File: src/inc/sramwc_pkg.sv
package sramwc_pkg;
	localparam int ADDR_W = 14;
	localparam int DATA_W = 4;
	localparam int CLK_PERIOD_NS = 20;
	// Worst-case speed grade figures, in ns
	localparam int WRITE_TO_OUTPUT_OFF_DELAY_NS = 25;
	localparam int WRITE_PULSE_NS = 40;
	localparam int WRITE_CYCLE_NS = 55;
	localparam int ADDR_SETUP_END_NS = 40;
	localparam int ADDR_HOLD_NS = 5;
	localparam int READ_ACCESS_NS = 55;
	localparam int BUS_OFF_NS = 25;
	// Least times round up, at least one cycle
	function automatic int ns_to_cycles(input int ns);
		int c;
		c = (ns + CLK_PERIOD_NS - 1) / CLK_PERIOD_NS;
		return (c < 1) ? 1 : c;
	endfunction
	localparam int OFF_CYC = ns_to_cycles(WRITE_TO_OUTPUT_OFF_DELAY_NS);
	localparam int PULSE_CYC = ns_to_cycles(WRITE_PULSE_NS);
	localparam int HOLD_CYC = ns_to_cycles(ADDR_HOLD_NS);
	localparam int READ_CYC = ns_to_cycles(READ_ACCESS_NS);
	localparam int TURN_CYC = ns_to_cycles(BUS_OFF_NS);
	localparam int CYC_W = 4;
	typedef enum logic [2:0]
	{
		ST_IDLE = 3'b000,
		ST_SETUP = 3'b001,
		ST_STROBE = 3'b011,
		ST_HOLD = 3'b010,
		ST_RD = 3'b110,
		ST_TURN = 3'b111
	} sramwc_state_t;
endpackage

File: src/rtl/sramwc_host.sv
`timescale 1ns/1ps
// How it works
// RL1: The write begins when the later of select and strobe falls.
// RL2: With gate low, memory drives data after select-to-output-on delay.
// RL3: Memory stops driving within write-to-output-off delay after strobe falls.
// RL4: Host drives write data only after write-to-output-off delay elapses.
// RL5: Host may keep output gate high through writes, avoiding contention.
// RL6: Strobe-ended write: data setup and hold referenced to strobe rise.
// RL7: Strobe rising with select low and gate low re-enables memory outputs.
// RL8: Re-enabled outputs show the word just written unless inputs change.
// RL9: Select-ended write: data setup and hold referenced to select rise.
// RL10: Select-ended write leaves memory data pins undriven.
// RL11: Fast write: gate high, select low, strobe per write, outputs off.
// RL12: Host may issue back-to-back fast writes without turnaround time.
// RL13: With select low, fourteen address lines pick one of 16384 words.
// RL14: With select high, memory is deselected and outputs disabled.
// RL15: Memory drives data only while output gate is low.
// RL16: Strobe already low at select fall keeps memory outputs off.
// RL17: Host holds address stable while select and strobe are both low.
module sramwc_host
	import sramwc_pkg::*;
(
	// Clock and reset
	input wire logic clk,
	input wire logic srst,
	// User request
	input wire logic req_valid,
	input wire logic req_write,
	input wire logic [ADDR_W-1:0] req_addr,
	input wire logic [DATA_W-1:0] req_wdata,
	output logic req_ready,
	output logic rd_valid,
	output logic [DATA_W-1:0] rd_data,
	// Memory pins
	output logic [ADDR_W-1:0] word_address_lines,
	output logic chip_select_n,
	output logic write_strobe_n,
	output logic output_gate_n,
	input wire logic [DATA_W-1:0] dq_in,
	output logic [DATA_W-1:0] dq_out,
	output logic dq_oe
);
	sramwc_state_t state, next_state;
	logic [ADDR_W-1:0] next_addr;
	logic next_cs_n, next_we_n, next_oe_n, next_dq_oe, next_ready, next_rd_valid;
	logic [DATA_W-1:0] next_dq_out, next_rd_data;
	logic t_load, t_done;
	logic [CYC_W-1:0] t_count;

	sramwc_timer u_timer
	(
		.clk(clk),
		.srst(srst),
		.load(t_load),
		.count(t_count),
		.done(t_done)
	);

	always_comb
	begin
		next_state = state;
		next_addr = word_address_lines;
		next_cs_n = chip_select_n;
		next_we_n = write_strobe_n;
		next_oe_n = output_gate_n;
		next_dq_oe = dq_oe;
		next_dq_out = dq_out;
		next_ready = 1'b0;
		next_rd_valid = 1'b0;
		next_rd_data = rd_data;
		t_load = 1'b0;
		t_count = '0;
		case (state)
			ST_IDLE:
			begin
				next_ready = 1'b1;
				if (req_valid && req_ready)
				begin
					next_ready = 1'b0;
					next_addr = req_addr; // RL13
					next_cs_n = 1'b0;
					if (req_write)
					begin
						// Gate stays high so memory never drives during writes
						next_oe_n = 1'b1; // RL5 RL11 RL15
						next_dq_out = req_wdata;
						next_state = ST_SETUP;
					end
					else
					begin
						next_oe_n = 1'b0;
						next_dq_oe = 1'b0;
						t_load = 1'b1;
						t_count = CYC_W'(READ_CYC);
						next_state = ST_RD;
					end
				end
				else
					next_cs_n = 1'b1; // RL14
			end
			ST_SETUP:
			begin
				// Address settled one cycle before strobe falls; write starts now
				next_we_n = 1'b0; // RL1 RL17
				t_load = 1'b1;
				t_count = CYC_W'(OFF_CYC);
				next_state = ST_STROBE;
			end
			ST_STROBE:
			begin
				// Data driven only once output-off delay has passed
				if (t_done && !dq_oe)
				begin
					next_dq_oe = 1'b1; // RL3 RL4
					t_load = 1'b1;
					t_count = CYC_W'(PULSE_CYC);
				end
				else if (t_done && dq_oe)
				begin
					// Strobe-ended write; data held past the rise
					next_we_n = 1'b1; // RL6
					t_load = 1'b1;
					t_count = CYC_W'(HOLD_CYC);
					next_state = ST_HOLD;
				end
			end
			ST_HOLD:
			begin
				// Hold is one cycle, so ready stands only at the edge that ends it
				if (!t_done)
					next_ready = 1'b1;
				else
				begin
					next_dq_oe = 1'b0;
					// Back-to-back requests keep select low
					if (req_valid && req_ready && req_write)
					begin
						next_addr = req_addr; // RL12 RL17
						next_dq_out = req_wdata;
						next_state = ST_SETUP;
					end
					else if (req_valid && req_ready)
					begin
						next_addr = req_addr; // RL13
						next_oe_n = 1'b0;
						t_load = 1'b1;
						t_count = CYC_W'(READ_CYC);
						next_state = ST_RD;
					end
					else
					begin
						next_cs_n = 1'b1; // RL14
						next_state = ST_IDLE;
					end
				end
			end
			ST_RD:
			begin
				if (t_done)
				begin
					next_rd_data = dq_in; // RL2
					next_rd_valid = 1'b1;
					next_oe_n = 1'b1;
					next_cs_n = 1'b1;
					t_load = 1'b1;
					t_count = CYC_W'(TURN_CYC);
					next_state = ST_TURN;
				end
			end
			ST_TURN:
			begin
				if (t_done)
					next_state = ST_IDLE;
			end
			default:
				next_state = ST_IDLE;
		endcase
	end

	always_ff @(posedge clk)
	begin
		if (srst)
		begin
			state <= ST_IDLE;
			word_address_lines <= '0;
			chip_select_n <= 1'b1;
			write_strobe_n <= 1'b1;
			output_gate_n <= 1'b1;
			dq_oe <= 1'b0;
			dq_out <= '0;
			req_ready <= 1'b0;
			rd_valid <= 1'b0;
			rd_data <= '0;
		end
		else
		begin
			state <= next_state;
			word_address_lines <= next_addr;
			chip_select_n <= next_cs_n;
			write_strobe_n <= next_we_n;
			output_gate_n <= next_oe_n;
			dq_oe <= next_dq_oe;
			dq_out <= next_dq_out;
			req_ready <= next_ready;
			rd_valid <= next_rd_valid;
			rd_data <= next_rd_data;
		end
	end
endmodule

File: src/rtl/sramwc_timer.sv
`timescale 1ns/1ps
module sramwc_timer
	import sramwc_pkg::*;
(
	// Clock and reset
	input wire logic clk,
	input wire logic srst,
	// Control
	input wire logic load,
	input wire logic [CYC_W-1:0] count,
	output logic done
);
	logic [CYC_W-1:0] left;
	logic [CYC_W-1:0] next_left;

	always_comb
	begin
		next_left = left;
		if (load)
			next_left = count;
		else if (left != '0)
			next_left = left - 1'b1;
	end

	always_ff @(posedge clk)
	begin
		if (srst)
			left <= '0;
		else
			left <= next_left;
	end

	// Count state only; load is decided from done, so done must not look at load
	assign done = (left == '0);
endmodule

File: config.mk
export PLATFORM = sky130hd
export DESIGN_NAME = sramwc_host
export DESIGN_NICKNAME = d
export VERILOG_FILES = /design/src/inc/sramwc_pkg.sv /design/src/rtl/sramwc_host.sv /design/src/rtl/sramwc_timer.sv
export SDC_FILE = /design/constraint.sdc
export NUM_CORES = 1
export LEC_CHECK = 0
export ABC_CLOCK_PERIOD_IN_PS = 2800
export BUFFER_PORTS_ARGS = -buffer_cell sky130_fd_sc_hd__buf_2
export CAP_MARGIN = 30
export CORE_MARGIN = 5
export CORE_UTILIZATION = 50
export DETAILED_ROUTE_END_ITERATION = 7
export GPL_TIMING_DRIVEN = 0
export PLACE_DENSITY = 0.87
export SYNTH_ARGS = -nofsm -noshare
export SYNTH_HDL_FRONTEND = slang
export SYNTH_SLANG_ARGS = --single-unit
File: constraint.sdc
create_clock -name clk -period 2.8 [get_ports clk]
set_clock_uncertainty 0.05 [all_clocks]
set_input_delay 0.14 -clock clk [delete_from_list [all_inputs] [get_ports clk]]
set_output_delay 0.14 -clock clk [all_outputs]
set_load 0.02 [all_outputs]
==> qor_table.md, run 1 <==
| Quantity | This run | Unit |
|:---|:---|:---|
| Max-cap viol count | 0 | - |
| Full die area | 4361 | sq um |
| Site Rows | 20 | - |
| Top Layer Used | met4 | - |
| Post-Synth Adder-Cell Area | 1.594 | % |
| Commonest register cell after synthesis | dfxtp_1 | - |
| Wire length of the first global-routing pass | 7258 | um |
| Via total after detailed routing | 1529 | - |
| Detailed Place HPWL | 2590 | um |
| Wire length on met3 | 344 | um |
| Synthesized flop and latch total | 35 | - |
| Placed Instance Area | 1886 | sq um |
| Fill cells | 233 | - |
| Total length of routed wires | 4339 | um |
| Overall track demand over capacity in global routing | 22.03 | % |
| PortBufs | 52 | - |
| N_diodes | 0 | - |
| Most common library cell in the layout ignoring fill and taps | buf_2 | - |
| Drt wl/cell | 14.66 | um |
| CTS root buffer | clkbuf_4 | - |
| Async set-reset flop share out of synthesis | 0 | % |
| Simple-gate share of the synthesized area | 19.36 | % |
| Avg Cell Area, Syn | 9.237 | sq um |
| Die Y-Extent | 66.04 | um |
| CP Class | register to register | - |
| Power per cell area | 823.1 | nW/um^2 |
| Main combinational cell family by area after synthesis | simple AND/OR/NAND/NOR gates | - |
| Result of the run | finished clean | - |
| Crit share post-route | 71.86 | % |
| Area of the mapped netlist | 1570 | sq um |
| Core Area | 3028 | sq um |
| Clock buffer depth | 2 | - |
| Max frequency | 0.4970 | GHz |
| Origin of the worst min-delay path | req_write | - |
| Design Area, Final | 2163 | sq um |
| Post-Route Setup TNS | 0 | ns |
| Leak Pwr | 0.9667 | nW |
| Total clock sinks | 35 | - |
| Max VDD drop | 584.4 | uV |
| Number of synthesis warnings | 0 | - |
| Routed met1 length | 1658 | um |
| H-tree lvl count | 2 | - |
| Largest net degree at the start of global routing | 13 | - |
| Ratio of routed vias to standard cells | 5.166 | - |
| Residual DRC count | 0 | - |
| I/O pin count | 54 | - |
| Initial antenna violation count | 0 | - |
| Share of synthesized area spent on multiplexers | 12.11 | % |
| Power share of the combinational group | 45.8 | % |
| Post-layout minimum cycle time | 2.012 | ns |
| Post CTS Setup Buffer Count | 0 | - |
| Sw Ratio | 40.64 | % |
| Slew of the pin with the lowest slew margin | 0.5814 | ns |
| Cells resized by post-CTS repair | 0 | - |
| Arrival @ worst endpoint | 2.20 | ns |
| Routed wl met2 | 2216 | um |
| Internal Power | 0.001057 | W |
| Clock tree from TritonCTS | built | - |
| Commonest non-fill, non-tap cells in the layout | buf_2 (54), dfxtp_1 (35), nor2_1 (29), dlygate4sd3_1 (22), mux2i_1 (19) | - |
| Depth of the most critical reg-to-reg path | 9 | - |
| Maximum net fanout on the critical path | 10 | - |
| Post-synthesis to final-layout area growth | 37.77 | % |
| Die extent in x | 66.04 | um |
| Number of pins with negative max-slew slack in the final report | 0 | - |
| CTS Buf Count | 5 | - |
| HP Class | primary input to register | - |
| Unrepaired setup endpoints after global routing | no | - |
| Number of endpoints failing setup at the final stage | 0 | - |
| Hold-critical path depth | 3 | - |
| Net count of the finished layout | 279 | - |
| CTS hold repair buffers | 22 | - |
| Category of the worst setup path launch point | register | - |
| Final hold violation count | 0 | - |
| Share of the synthesized area in compound gates (AO/OA/AOI/OAI) | 14.18 | % |
| Post-synthesis xor/xnor area fraction | 1.673 | % |
| Required time at the endpoint of the critical path | 2.98 | ns |
| Number of synthesized flops with an enable pin | 0 | - |
| Worst slew margin relative to its limit | 61.15 | % |
| Switching power summed over all nets | 0.0007237 | W |
| Clock Latency Late Sink | 0.36 | ns |
| Drt initial violations | 104 | - |
| Gp weighted congestion | 0.8396 | - |
| Detail Route Antenna Nets | 0 | - |
| Initial Util | 51.86 | % |
| Endpoint class of the critical path | register | - |
| Count of cell types in the netlist | 42 | - |
| Timing startpoint of the critical path | u_timer.left[0] | - |
| Share of total power in the clock network | 15.7 | % |
| Via count of the first global-routing pass | 1576 | - |
| Sequential element share of the synthesized area | 44.62 | % |
| TritonRoute pass-1 iters | 4 | - |
| Net count after synthesis | 198 | - |
| Gr ovfl total | 0 | - |
| Part of the total power dissipated in sequential elements | 38.5 | % |
| Share of post-route cells with drive strength above 1 | 27.78 | % |
| Post-CTS clock slew at the launch and capture registers of the worst setup and hold paths | 0.11 | ns |
| Number of standard cells after synthesis | 170 | - |
| Reg-to-reg critical path startpoint | u_timer.left[0] | - |
## synthesized netlist by cell type (3+ instances only)
| master | count | area (sq um) |
|---|---|---|
| a21oi_1 | 10 | 50.05 |
| xnor2_1 | 3 | 26.28 |
| o21ai_0 | 7 | 35.03 |
| clkbuf_1 | 4 | 15.01 |
| mux2i_1 | 19 | 190.2 |
| nand2b_1 | 4 | 25.02 |
| nor2b_1 | 3 | 18.77 |
| nor2_1 | 29 | 108.9 |
| nor3_1 | 3 | 15.01 |
| nand2_1 | 9 | 33.78 |
| o21bai_1 | 3 | 22.52 |
| nand3_1 | 3 | 15.01 |
| inv_1 | 5 | 18.77 |
| dfxtp_1 | 35 | 700.7 |
## sequential cells by signal, indices dropped and copies added, names as in the netlist
signal	flops
chip_select_n	1
dq_oe	1
dq_out	4
output_gate_n	1
rd_data	4
rd_valid	1
req_ready	1
state	3
u_timer.left	4
word_address_lines	14
write_strobe_n	1
## path summary, 6_finish.rpt
kind         slack (ns)               endpoint
max                0.79  word_address_lines[8]
min                0.04              dq_out[3]
max reg2reg        0.79  word_address_lines[8]
min reg2reg        0.42              dq_out[2]
## final cells by class
cell class	count	area, sq um	area share, %
Multi-Input combinational cell	119	768.2	35.51
Inverter	5	18.77	0.8676
Clock inverter	3	20.02	0.9254
Tap cell	44	55.05	2.545
Timing Repair Buffer	74	480.5	22.21
Sequential cell	35	700.7	32.39
Buffer	11	82.58	3.817
Clock buffer	5	37.54	1.735
## power groups by stage
stage | clock network (W) | logic, W | registers (W)
final | 0.000279 | 0.000815 | 0.000686
after global routing | 0.000311 | 0.000891 | 0.000703
after CTS | 0.000284 | 0.000808 | 0.000680
after detailed placement | 0 | 0.000779 | 0.000690
after global placement | 0 | 0.000766 | 0.000688
after floorplan | 0 | 0.000533 | 0.000751
## cells by family (layout without fill, tap and decap cells)
| logic type | count (synthesis) | after routing |
|---|---|---|
| multiplexers | 19 | 19 |
| XOR/XNOR | 3 | 3 |
| buffers and inverters | 16 | 98 |
| AO/OA/AOI/OAI | 33 | 33 |
| flip-flops | 35 | 35 |
| adder cells (fa/ha/maj) | 2 | 2 |
| AND/OR/NAND/NOR | 62 | 62 |
## routing by layer
metal / vias up / global-route usage [%]
met2: 65 / 38.67
li1: 755 / -
met3: 14 / 9.524
met4: 0 / 9.137
met5: - / 0
met1: 695 / 22.79
## critical path: stages (launching register included)
cell and delay, ns:
dfxtp_1 0.33, inv_1 0.10, ha_1 0.16, or3b_1 0.36, buf_6 0.15, a21boi_4 0.17, buf_8 0.17, buf_12 0.14
mux2i_1 0.20, nor2_1 0.06
## stage by stage
stage | setup WS, ns | util [%] | hold WS [ns] | total power (W) | std cells
2_1_floorplan | 0.9611 | - | 0.2208 | 0.001285 | 170
3_3_place_gp | 0.8544 | 62.27 | 0.3215 | 0.001454 | 266
3_5_place_dp | 0.8196 | 62.27 | 0.3325 | 0.001469 | 266
4_1_cts | 0.8059 | 71.45 | 0.03934 | 0.001773 | 296
5_1_grt | 0.6750 | 71.45 | 0.03169 | 0.001905 | 296
6_report | 0.7878 | 71.45 | 0.03974 | 0.001781 | 296
Note: power is estimated with default switching activity, not from simulation.
==> inputs of run 2 (changes only) <==
--- a/config.mk
+++ b/config.mk
@@ -5,14 +5,14 @@
 export SDC_FILE = /design/constraint.sdc
 export NUM_CORES = 1
 export LEC_CHECK = 0
-export ABC_CLOCK_PERIOD_IN_PS = 2800
+export ABC_CLOCK_PERIOD_IN_PS = 2000
 export BUFFER_PORTS_ARGS = -buffer_cell sky130_fd_sc_hd__buf_2
 export CAP_MARGIN = 30
 export CORE_MARGIN = 5
-export CORE_UTILIZATION = 50
+export CORE_UTILIZATION = 49
 export DETAILED_ROUTE_END_ITERATION = 7
 export GPL_TIMING_DRIVEN = 0
-export PLACE_DENSITY = 0.87
+export PLACE_DENSITY = 0.85
 export SYNTH_ARGS = -nofsm -noshare
 export SYNTH_HDL_FRONTEND = slang
 export SYNTH_SLANG_ARGS = --single-unit
==> constraint.sdc (replaced) <==
create_clock -name clk -period 2 [get_ports clk]
set_clock_uncertainty 0.05 [all_clocks]
set_input_delay 0.1 -clock clk [delete_from_list [all_inputs] [get_ports clk]]
set_output_delay 0.1 -clock clk [all_outputs]
set_load 0.02 [all_outputs]
==> run 2 against run 1 <==
Design area rose by 6.0%. Worst hold slack lost 0.019 ns. Global-route usage is 0.38 points lower. Combinational power is 56% higher. Core utilization up 3.6 points. Total power is 56% higher. Clock-buffer cell count increased by 1.
==> qor_table.md, run 2 (synthesis results as in run 1) <==
| Quantity | This run | Unit | Change |
|:---|:---|:---|:---|
| Result of the run | finished clean | - | unchanged |
| Commonest non-fill, non-tap cells in the layout | buf_2 (54), dfxtp_1 (33), nor2_1 (29), dlygate4sd3_1 (23), mux2i_1 (17) | - | was buf_2 (54), dfxtp_1 (35), nor2_1 (29), dlygate4sd3_1 (22), mux2i_1 (19) |
| Final Total Pwr | 0.002777 | W | was 0.001781 W |
| Routed met1 length | 1746 | um | was 1658 um |
| Clock tree from TritonCTS | built | - | unchanged |
| Arrival @ worst endpoint | 2.14 | ns | was 2.20 ns |
| Initial antenna violation count | 1 | - | was 0 |
| Share of total power in the clock network | 19.2 | % | was 15.7% |
| Detailed Place HPWL | 2544 | um | was 2590 um |
| Via count of the first global-routing pass | 1541 | - | was 1576 |
| Post-layout minimum cycle time | 1.963 | ns | was 2.012 ns |
| PortBufs | 52 | - | unchanged |
| Delay of the slowest critical-path stage | 0.36 | ns | about the same |
| Depth of the most critical reg-to-reg path | 9 | - | unchanged |
| Total length of routed wires | 4426 | um | was 4339 um |
| Final worst setup slack | 0.03659 | ns | was 0.7878 ns |
| Part of the total power dissipated in sequential elements | 34.9 | % | was 38.5% |
| Ratio of routed vias to standard cells | 5.013 | - | was 5.166 |
| Endpoint class of the critical path | register | - | unchanged |
| Die Y-Extent | 66.61 | um | was 66.04 um |
| Cell class contributing the biggest share of worst-path delay | buffers and inverters | - | unchanged |
| Maximum net fanout on the critical path | 8 | - | was 10 |
| Power per cell area | 1212 | nW/um^2 | was 823.1 nW/um^2 |
| Initial Util | 51.43 | % | was 51.86% |
| Leak Pwr | 1.030 | nW | was 0.9667 nW |
| TritonRoute pass-1 iters | 4 | - | unchanged |
| Net count of the finished layout | 286 | - | was 279 |
| Detail Route Antenna Nets | 0 | - | unchanged |
| Post-CTS clock slew at the launch and capture registers of the worst setup and hold paths | 0.10 | ns | was 0.11 ns |
| Capture point of the critical path | word_address_lines[2] | - | was word_address_lines[8] |
| Via total after detailed routing | 1524 | - | was 1529 |
| Drt initial violations | 101 | - | was 104 |
| Top Layer Used | met4 | - | unchanged |
| Timing startpoint of the critical path | u_timer.left[0] | - | unchanged |
| Worst reg2reg setup slack | 0.04 | ns | was 0.79 ns |
| HP Class | primary input to register | - | unchanged |
| Sw Ratio | 37.07 | % | was 40.64% |
| Filler-free cell count of the finished design | 304 | - | was 296 |
| Residual DRC count | 0 | - | unchanged |
| Crit share post-route | 98.17 | % | was 71.86% |
| Most flops, register | word_address_lines | - | unchanged |
| Clock Latency Late Sink | 0.34 | ns | was 0.36 ns |
| Wire length of the first global-routing pass | 7093 | um | was 7258 um |
| Flip-flop count of the largest register after layout | 14 | - | unchanged |
| Die extent in x | 66.61 | um | was 66.04 um |
| Max-cap viol count | 0 | - | unchanged |
| Fill cells | 226 | - | was 233 |
| Wire length on met3 | 341 | um | was 344 um |
| Drt wl/cell | 14.56 | um | was 14.66 um |
| H-tree lvl count | 2 | - | unchanged |
| Core Area | 3053 | sq um | was 3028 sq um |
| Gp weighted congestion | 0.7876 | - | was 0.8396 |
| Post-synthesis to final-layout area growth | 45.98 | % | was 37.77% |
| Required time at the endpoint of the critical path | 2.18 | ns | was 2.98 ns |
| Site Rows | 20 | - | unchanged |
| Worst slack at placement | 0.02927 | ns | was 0.8196 ns |
| Worst slew margin relative to its limit | 62.36 | % | was 61.15% |
| CTS root buffer | clkbuf_4 | - | unchanged |
| Total clock sinks | 35 | - | unchanged |
| Slew of the pin with the lowest slew margin | 0.5576 | ns | was 0.5814 ns |
| Max VDD drop | 877.9 | uV | was 584.4 uV |
| Full die area | 4437 | sq um | was 4361 sq um |
| Share of post-route cells with drive strength above 1 | 32.05 | % | was 27.78% |
| Largest net degree at the start of global routing | 12 | - | was 13 |
| Cells along the critical path | inv_2 > ha_2 > or3b_1 > buf_6 > a21boi_4 > buf_8 > buf_12 > mux2i_2 > nor2_1 | - | was inv_1 > ha_1 > or3b_1 > buf_6 > a21boi_4 > buf_8 > buf_12 > mux2i_1 > nor2_1 |
| R2r endpoint | word_address_lines[2] | - | was word_address_lines[8] |
| Worst path buffer plus inverter count | 4 | - | unchanged |
| Gr ovfl total | 0 | - | unchanged |
| Cell with the largest stage delay on the worst path | or3b_1 | - | unchanged |
| Category of the worst setup path launch point | register | - | unchanged |
| Power share of the combinational group | 45.9 | % | was 45.8% |
| Placed instance count | 266 | - | unchanged |
| CTS Buf Count | 5 | - | unchanged |
| CP Class | register to register | - | unchanged |
| Critical path depth | 9 | - | unchanged |
| Max frequency | 0.5093 | GHz | was 0.4970 GHz |
| Most common library cell in the layout ignoring fill and taps | buf_2 | - | unchanged |
| Routed wl met2 | 2249 | um | was 2216 um |
| Clock buffer depth | 2 | - | unchanged |
| I/O pin count | 54 | - | unchanged |
| Switching power summed over all nets | 0.001030 | W | was 0.0007237 W |
| Number of endpoints failing setup at the final stage | 0 | - | unchanged |
| Internal Power | 0.001747 | W | was 0.001057 W |
| Final hold violation count | 0 | - | unchanged |
| Number of pins with negative max-slew slack in the final report | 0 | - | unchanged |
| Reg-to-reg critical path startpoint | u_timer.left[0] | - | unchanged |
| Overall track demand over capacity in global routing | 21.65 | % | was 22.03% |
==> run 2: changes by cell type in the layout (fill, tap and decap cells not counted), sizes merged <==
cell | previous run | this run
buf | 59 | 64
diode | 0 | 1
clkinvlp | 2 | 0
clkbuf | 9 | 11
bufinv | 0 | 1
dlygate4sd3 | 22 | 23
==> run 2: how the worst min path moves through the flow <==
| stage | startpoint | end | slack (ns) | cells after the start |
|---|---|---|---|---|
| after floorplan | req_wdata[3] | dq_out[3] | 0.18 | 2 |
| after global placement | req_addr[2] | word_address_lines[2] | 0.28 | 3 |
| after detailed placement | dq_in[1] | rd_data[1] | 0.29 | 3 |
| after CTS | req_write | dq_out[3] | 0.003 | 3 |
| after global routing | srst | u_timer.left[1] | 0.02 | 3 |
| final | srst | req_ready | 0.02 | 3 |
==> run 2: timing repair <==
| item | 4_1_cts | 5_1_grt |
|---|---|---|
| resized for setup | 0 | 7 |
| buffers inserted | 2 | 3 |
| hold buffers | 22 | 1 |
| endpoints found under the hold margin | 22 | 1 |
| setup endpoints to repair | 1 | 12 |
| gates cloned | 0 | 1 |
| pin swaps | 0 | 1 |
==> run 2: power by group through the flow <==
stage	registers [W]	logic, W	clock network, W
6_report	0.000970	0.00127	0.000534
4_1_cts	0.000954	0.00116	0.000547
2_1_floorplan	0.00105	0.000747	0
3_5_place_dp	0.000967	0.00108	0
3_3_place_gp	0.000965	0.00107	0
5_1_grt	0.000988	0.00138	0.000578
==> run 2: worst register-to-register path: cells and delay by family, from the launching register on <==
kind,cells,cell delay [ns]
and+or+nand+nor,2,0.43
AOI/OAI and AO/OA,1,0.14
muxes,1,0.25
adders and majority gates,1,0.17
buffers and inverters,4,0.49
DFF,1,0.34
==> run 2: final cells by class <==
type,count,area (sq um),area share (%)
buffer,11,82.58,3.603
clock buffer,6,51.30,2.238
tap,44,55.05,2.402
timing repair buffer,81,565.5,24.67
sequential,35,703.2,30.68
antenna,1,2.502,0.1092
multi-input combinational,119,778.2,33.95
clock inverter,2,35.03,1.528
inverter,5,18.77,0.8188
==> run 2: per-layer routing <==
metal	track usage (%)	up-vias
li1	-	766
met1	22.81	695
met2	38.99	57
met3	8.094	6
met4	7.614	0
met5	0	-
==> run 2: through the flow <==
stage	util [%]	TNS [ns]	instance area [sq um]	hold WS, ns
4_1_cts	72.70	0	2220	0.002586
2_1_floorplan	-	0	1570	0.1808
3_5_place_dp	61.76	0	1886	0.2920
5_1_grt	75.08	-0.001810	2292	0.01932
3_3_place_gp	61.76	0	1886	0.2809
6_report	75.08	0	2292	0.02027
==> inputs of run 3 (changes only) <==
--- a/config.mk
+++ b/config.mk
@@ -12,7 +12,7 @@
 export CORE_UTILIZATION = 49
 export DETAILED_ROUTE_END_ITERATION = 7
 export GPL_TIMING_DRIVEN = 0
-export PLACE_DENSITY = 0.85
+export PLACE_DENSITY = 0.78
 export SYNTH_ARGS = -nofsm -noshare
 export SYNTH_HDL_FRONTEND = slang
 export SYNTH_SLANG_ARGS = --single-unit
==> run 3 against run 2 <==
Final cell count decreased by 0.99%. Design area is 1.5% lower. Global-route usage shrank 1.5 points. Critical path depth decreased by 1. Worst hold slack worse by 0.0041 ns. Core utilization fell by 1.1 points. Highest routed layer unchanged.
==> qor_table.md, run 3 (synthesis results as in run 1) <==
| Quantity | This run | Unit | Change |
|:---|:---|:---|:---|
| Result of the run | finished clean | - | unchanged |
| Max-cap viol count | 0 | - | unchanged |
| Via total after detailed routing | 1506 | - | was 1524 |
| Unrepaired setup endpoints after global routing | no | - |  |
| Clock buffer depth | 2 | - | unchanged |
| Initial antenna violation count | 0 | - | was 1 |
| Delay of the slowest critical-path stage | 0.43 | ns | was 0.36 ns |
| H-tree lvl count | 2 | - | unchanged |
| Post-Route Setup TNS | 0 | ns | unchanged |
| Cells along the critical path | inv_2 > ha_2 > or3b_4 > a21boi_4 > buf_8 > buf_4 > mux2i_2 > nor2_1 | - | was inv_2 > ha_2 > or3b_1 > buf_6 > a21boi_4 > buf_8 > buf_12 > mux2i_2 > nor2_1 |
| Most flops, register | word_address_lines | - | unchanged |
| Post-synthesis to final-layout area growth | 43.82 | % | was 45.98% |
| Worst path buffer plus inverter count | 3 | - | was 4 |
| N_diodes | 0 | - | was 1 |
| Total clock sinks | 35 | - | unchanged |
| Category of the worst setup path launch point | register | - | unchanged |
| Drt wl/cell | 14.07 | um | was 14.56 um |
| Core Area | 3053 | sq um | unchanged |
| Via count of the first global-routing pass | 1467 | - | was 1541 |
| Maximum net fanout on the critical path | 7 | - | was 8 |
| Top Layer Used | met4 | - | unchanged |
| Detail Route Antenna Nets | 0 | - | unchanged |
| CTS root buffer | clkbuf_4 | - | unchanged |
| Cell with the largest stage delay on the worst path | or3b_4 | - | was or3b_1 |
| Seq. cell area | 703.2 | sq um | unchanged |
| Clock Latency Late Sink | 0.35 | ns | was 0.34 ns |
| Power per cell area | 1162 | nW/um^2 | was 1212 nW/um^2 |
| Die Y-Extent | 66.61 | um | unchanged |
| Worst reg2reg setup slack | 0.08 | ns | was 0.04 ns |
| Full die area | 4437 | sq um | unchanged |
| Reg-to-reg critical path startpoint | u_timer.left[0] | - | unchanged |
| Total length of routed wires | 4235 | um | was 4426 um |
| Endpoint class of the critical path | register | - | unchanged |
| Final Total Pwr | 0.002625 | W | was 0.002777 W |
| Slew of the pin with the lowest slew margin | 0.5744 | ns | was 0.5576 ns |
| Max frequency | 0.5196 | GHz | was 0.5093 GHz |
| Final hold violation count | 0 | - | unchanged |
| Post-CTS clock slew at the launch and capture registers of the worst setup and hold paths | 0.11 | ns | was 0.10 ns |
| TritonRoute pass-1 iters | 4 | - | unchanged |
| Overall track demand over capacity in global routing | 20.15 | % | was 21.65% |
| Number of pins with negative max-slew slack in the final report | 0 | - | unchanged |
| Timing startpoint of the critical path | u_timer.left[0] | - | unchanged |
| R2r endpoint | word_address_lines[3] | - | was word_address_lines[2] |
| Gr ovfl total | 0 | - | unchanged |
| Critical path depth | 8 | - | was 9 |
| Required time at the endpoint of the critical path | 2.19 | ns | was 2.18 ns |
| HP Class | primary input to register | - | unchanged |
| I/O pin count | 54 | - | unchanged |
| Wire length of the first global-routing pass | 6755 | um | was 7093 um |
| Fill cells | 225 | - | was 226 |
| CTS Buf Count | 5 | - | unchanged |
| Leak Pwr | 1.007 | nW | was 1.030 nW |
| Residual DRC count | 0 | - | unchanged |
| Die extent in x | 66.61 | um | unchanged |
| Largest net degree at the start of global routing | 13 | - | was 12 |
| Number of endpoints failing setup at the final stage | 0 | - | unchanged |
| Routed met1 length | 1801 | um | was 1746 um |
| CP Class | register to register | - | unchanged |
| Commonest non-fill, non-tap cells in the layout | buf_2 (54), dfxtp_1 (33), nor2_1 (29), dlygate4sd3_1 (23), mux2i_1 (17) | - | unchanged |
| Capture point of the critical path | word_address_lines[3] | - | was word_address_lines[2] |
| PortBufs | 52 | - | unchanged |
| Initial Util | 51.43 | % | unchanged |
| Depth of the most critical reg-to-reg path | 8 | - | was 9 |
| Clock tree from TritonCTS | built | - | unchanged |
| Worst slew margin relative to its limit | 61.62 | % | was 62.36% |
| Flip-flop count of the largest register after layout | 14 | - | unchanged |
| Site Rows | 20 | - | unchanged |
| Net count of the finished layout | 284 | - | was 286 |
| Max VDD drop | 609.3 | uV | was 877.9 uV |
| Arrival @ worst endpoint | 2.11 | ns | was 2.14 ns |
| Cell class contributing the biggest share of worst-path delay | simple AND/OR/NAND/NOR gates | - | was buffers and inverters |
| Share of post-route cells with drive strength above 1 | 31.52 | % | was 32.05% |
| Ratio of routed vias to standard cells | 5.003 | - | was 5.013 |
| Wire length on met3 | 283 | um | was 341 um |
| Most common library cell in the layout ignoring fill and taps | buf_2 | - | unchanged |
| Post-layout minimum cycle time | 1.924 | ns | was 1.963 ns |
| Routed wl met2 | 2067 | um | was 2249 um |
| Crit share post-route | 96.22 | % | was 98.17% |
| Multi-input gate area | 789.5 | sq um | was 778.2 sq um |
| Drt initial violations | 111 | - | was 101 |
| Gp weighted congestion | 0.8230 | - | was 0.7876 |
| Detailed Place HPWL | 2636 | um | was 2544 um |
## run 3: repair_timing
item,in CTS,in global routing
hold buffers,23,0
setup endpoints to repair,0,12
resized for setup,0,10
setup buffers,0,4
endpoints found under the hold margin,22,0
## run 3: layer usage
metal  global-route usage, %  vias up
li1                        -      764
met2                   34.65       42
met3                   6.577        7
met1                   22.44      693
met5                       0        -
met4                   8.883        0
## run 3: cell type report
type | instances | share of cell area, %
clock inverters | 2 | 0.7202
clock buffers | 6 | 2.271
inverters | 5 | 0.8310
flip-flops and latches | 35 | 31.14
repair buffers | 80 | 24.49
well taps | 44 | 2.438
plain buffers | 10 | 3.158
multi-input cells | 119 | 34.96
## run 3: through the flow
stage	area [sq um]	instances	hold WS [ns]	worst slack (ns)	utilization, %
finish	2258	301	0.01618	0.07553	73.98
global route	2258	301	0.01710	0.002842	73.98
detailed placement	1886	266	0.2942	0.03175	61.76
floorplan	1570	170	0.1808	0.1611	-
CTS	2183	297	0.009261	0.01247	71.52
global placement	1886	266	0.2815	0.04319	61.76
## run 3: worst min-delay path by stage
stage	startpoint	end	cells after the start
CTS	srst	u_timer.left[1]	3
detailed placement	req_addr[6]	word_address_lines[6]	3
global placement	req_addr[10]	word_address_lines[10]	3
global route	srst	u_timer.left[1]	3
floorplan	req_wdata[3]	dq_out[3]	2
finish	srst	u_timer.left[1]	3
## run 3: tightest hold or removal path, stage by stage
cell	delay, ns
buf_2	0.15
a31o_2	0.12
a21oi_1	0.03
## run 3: report_power, final
part	switching (W)	internal [W]	total, W
sequential	0.000125	0.000842	0.000967
combinational	0.000649	0.000578	0.00123
clock	0.000258	0.000173	0.000431
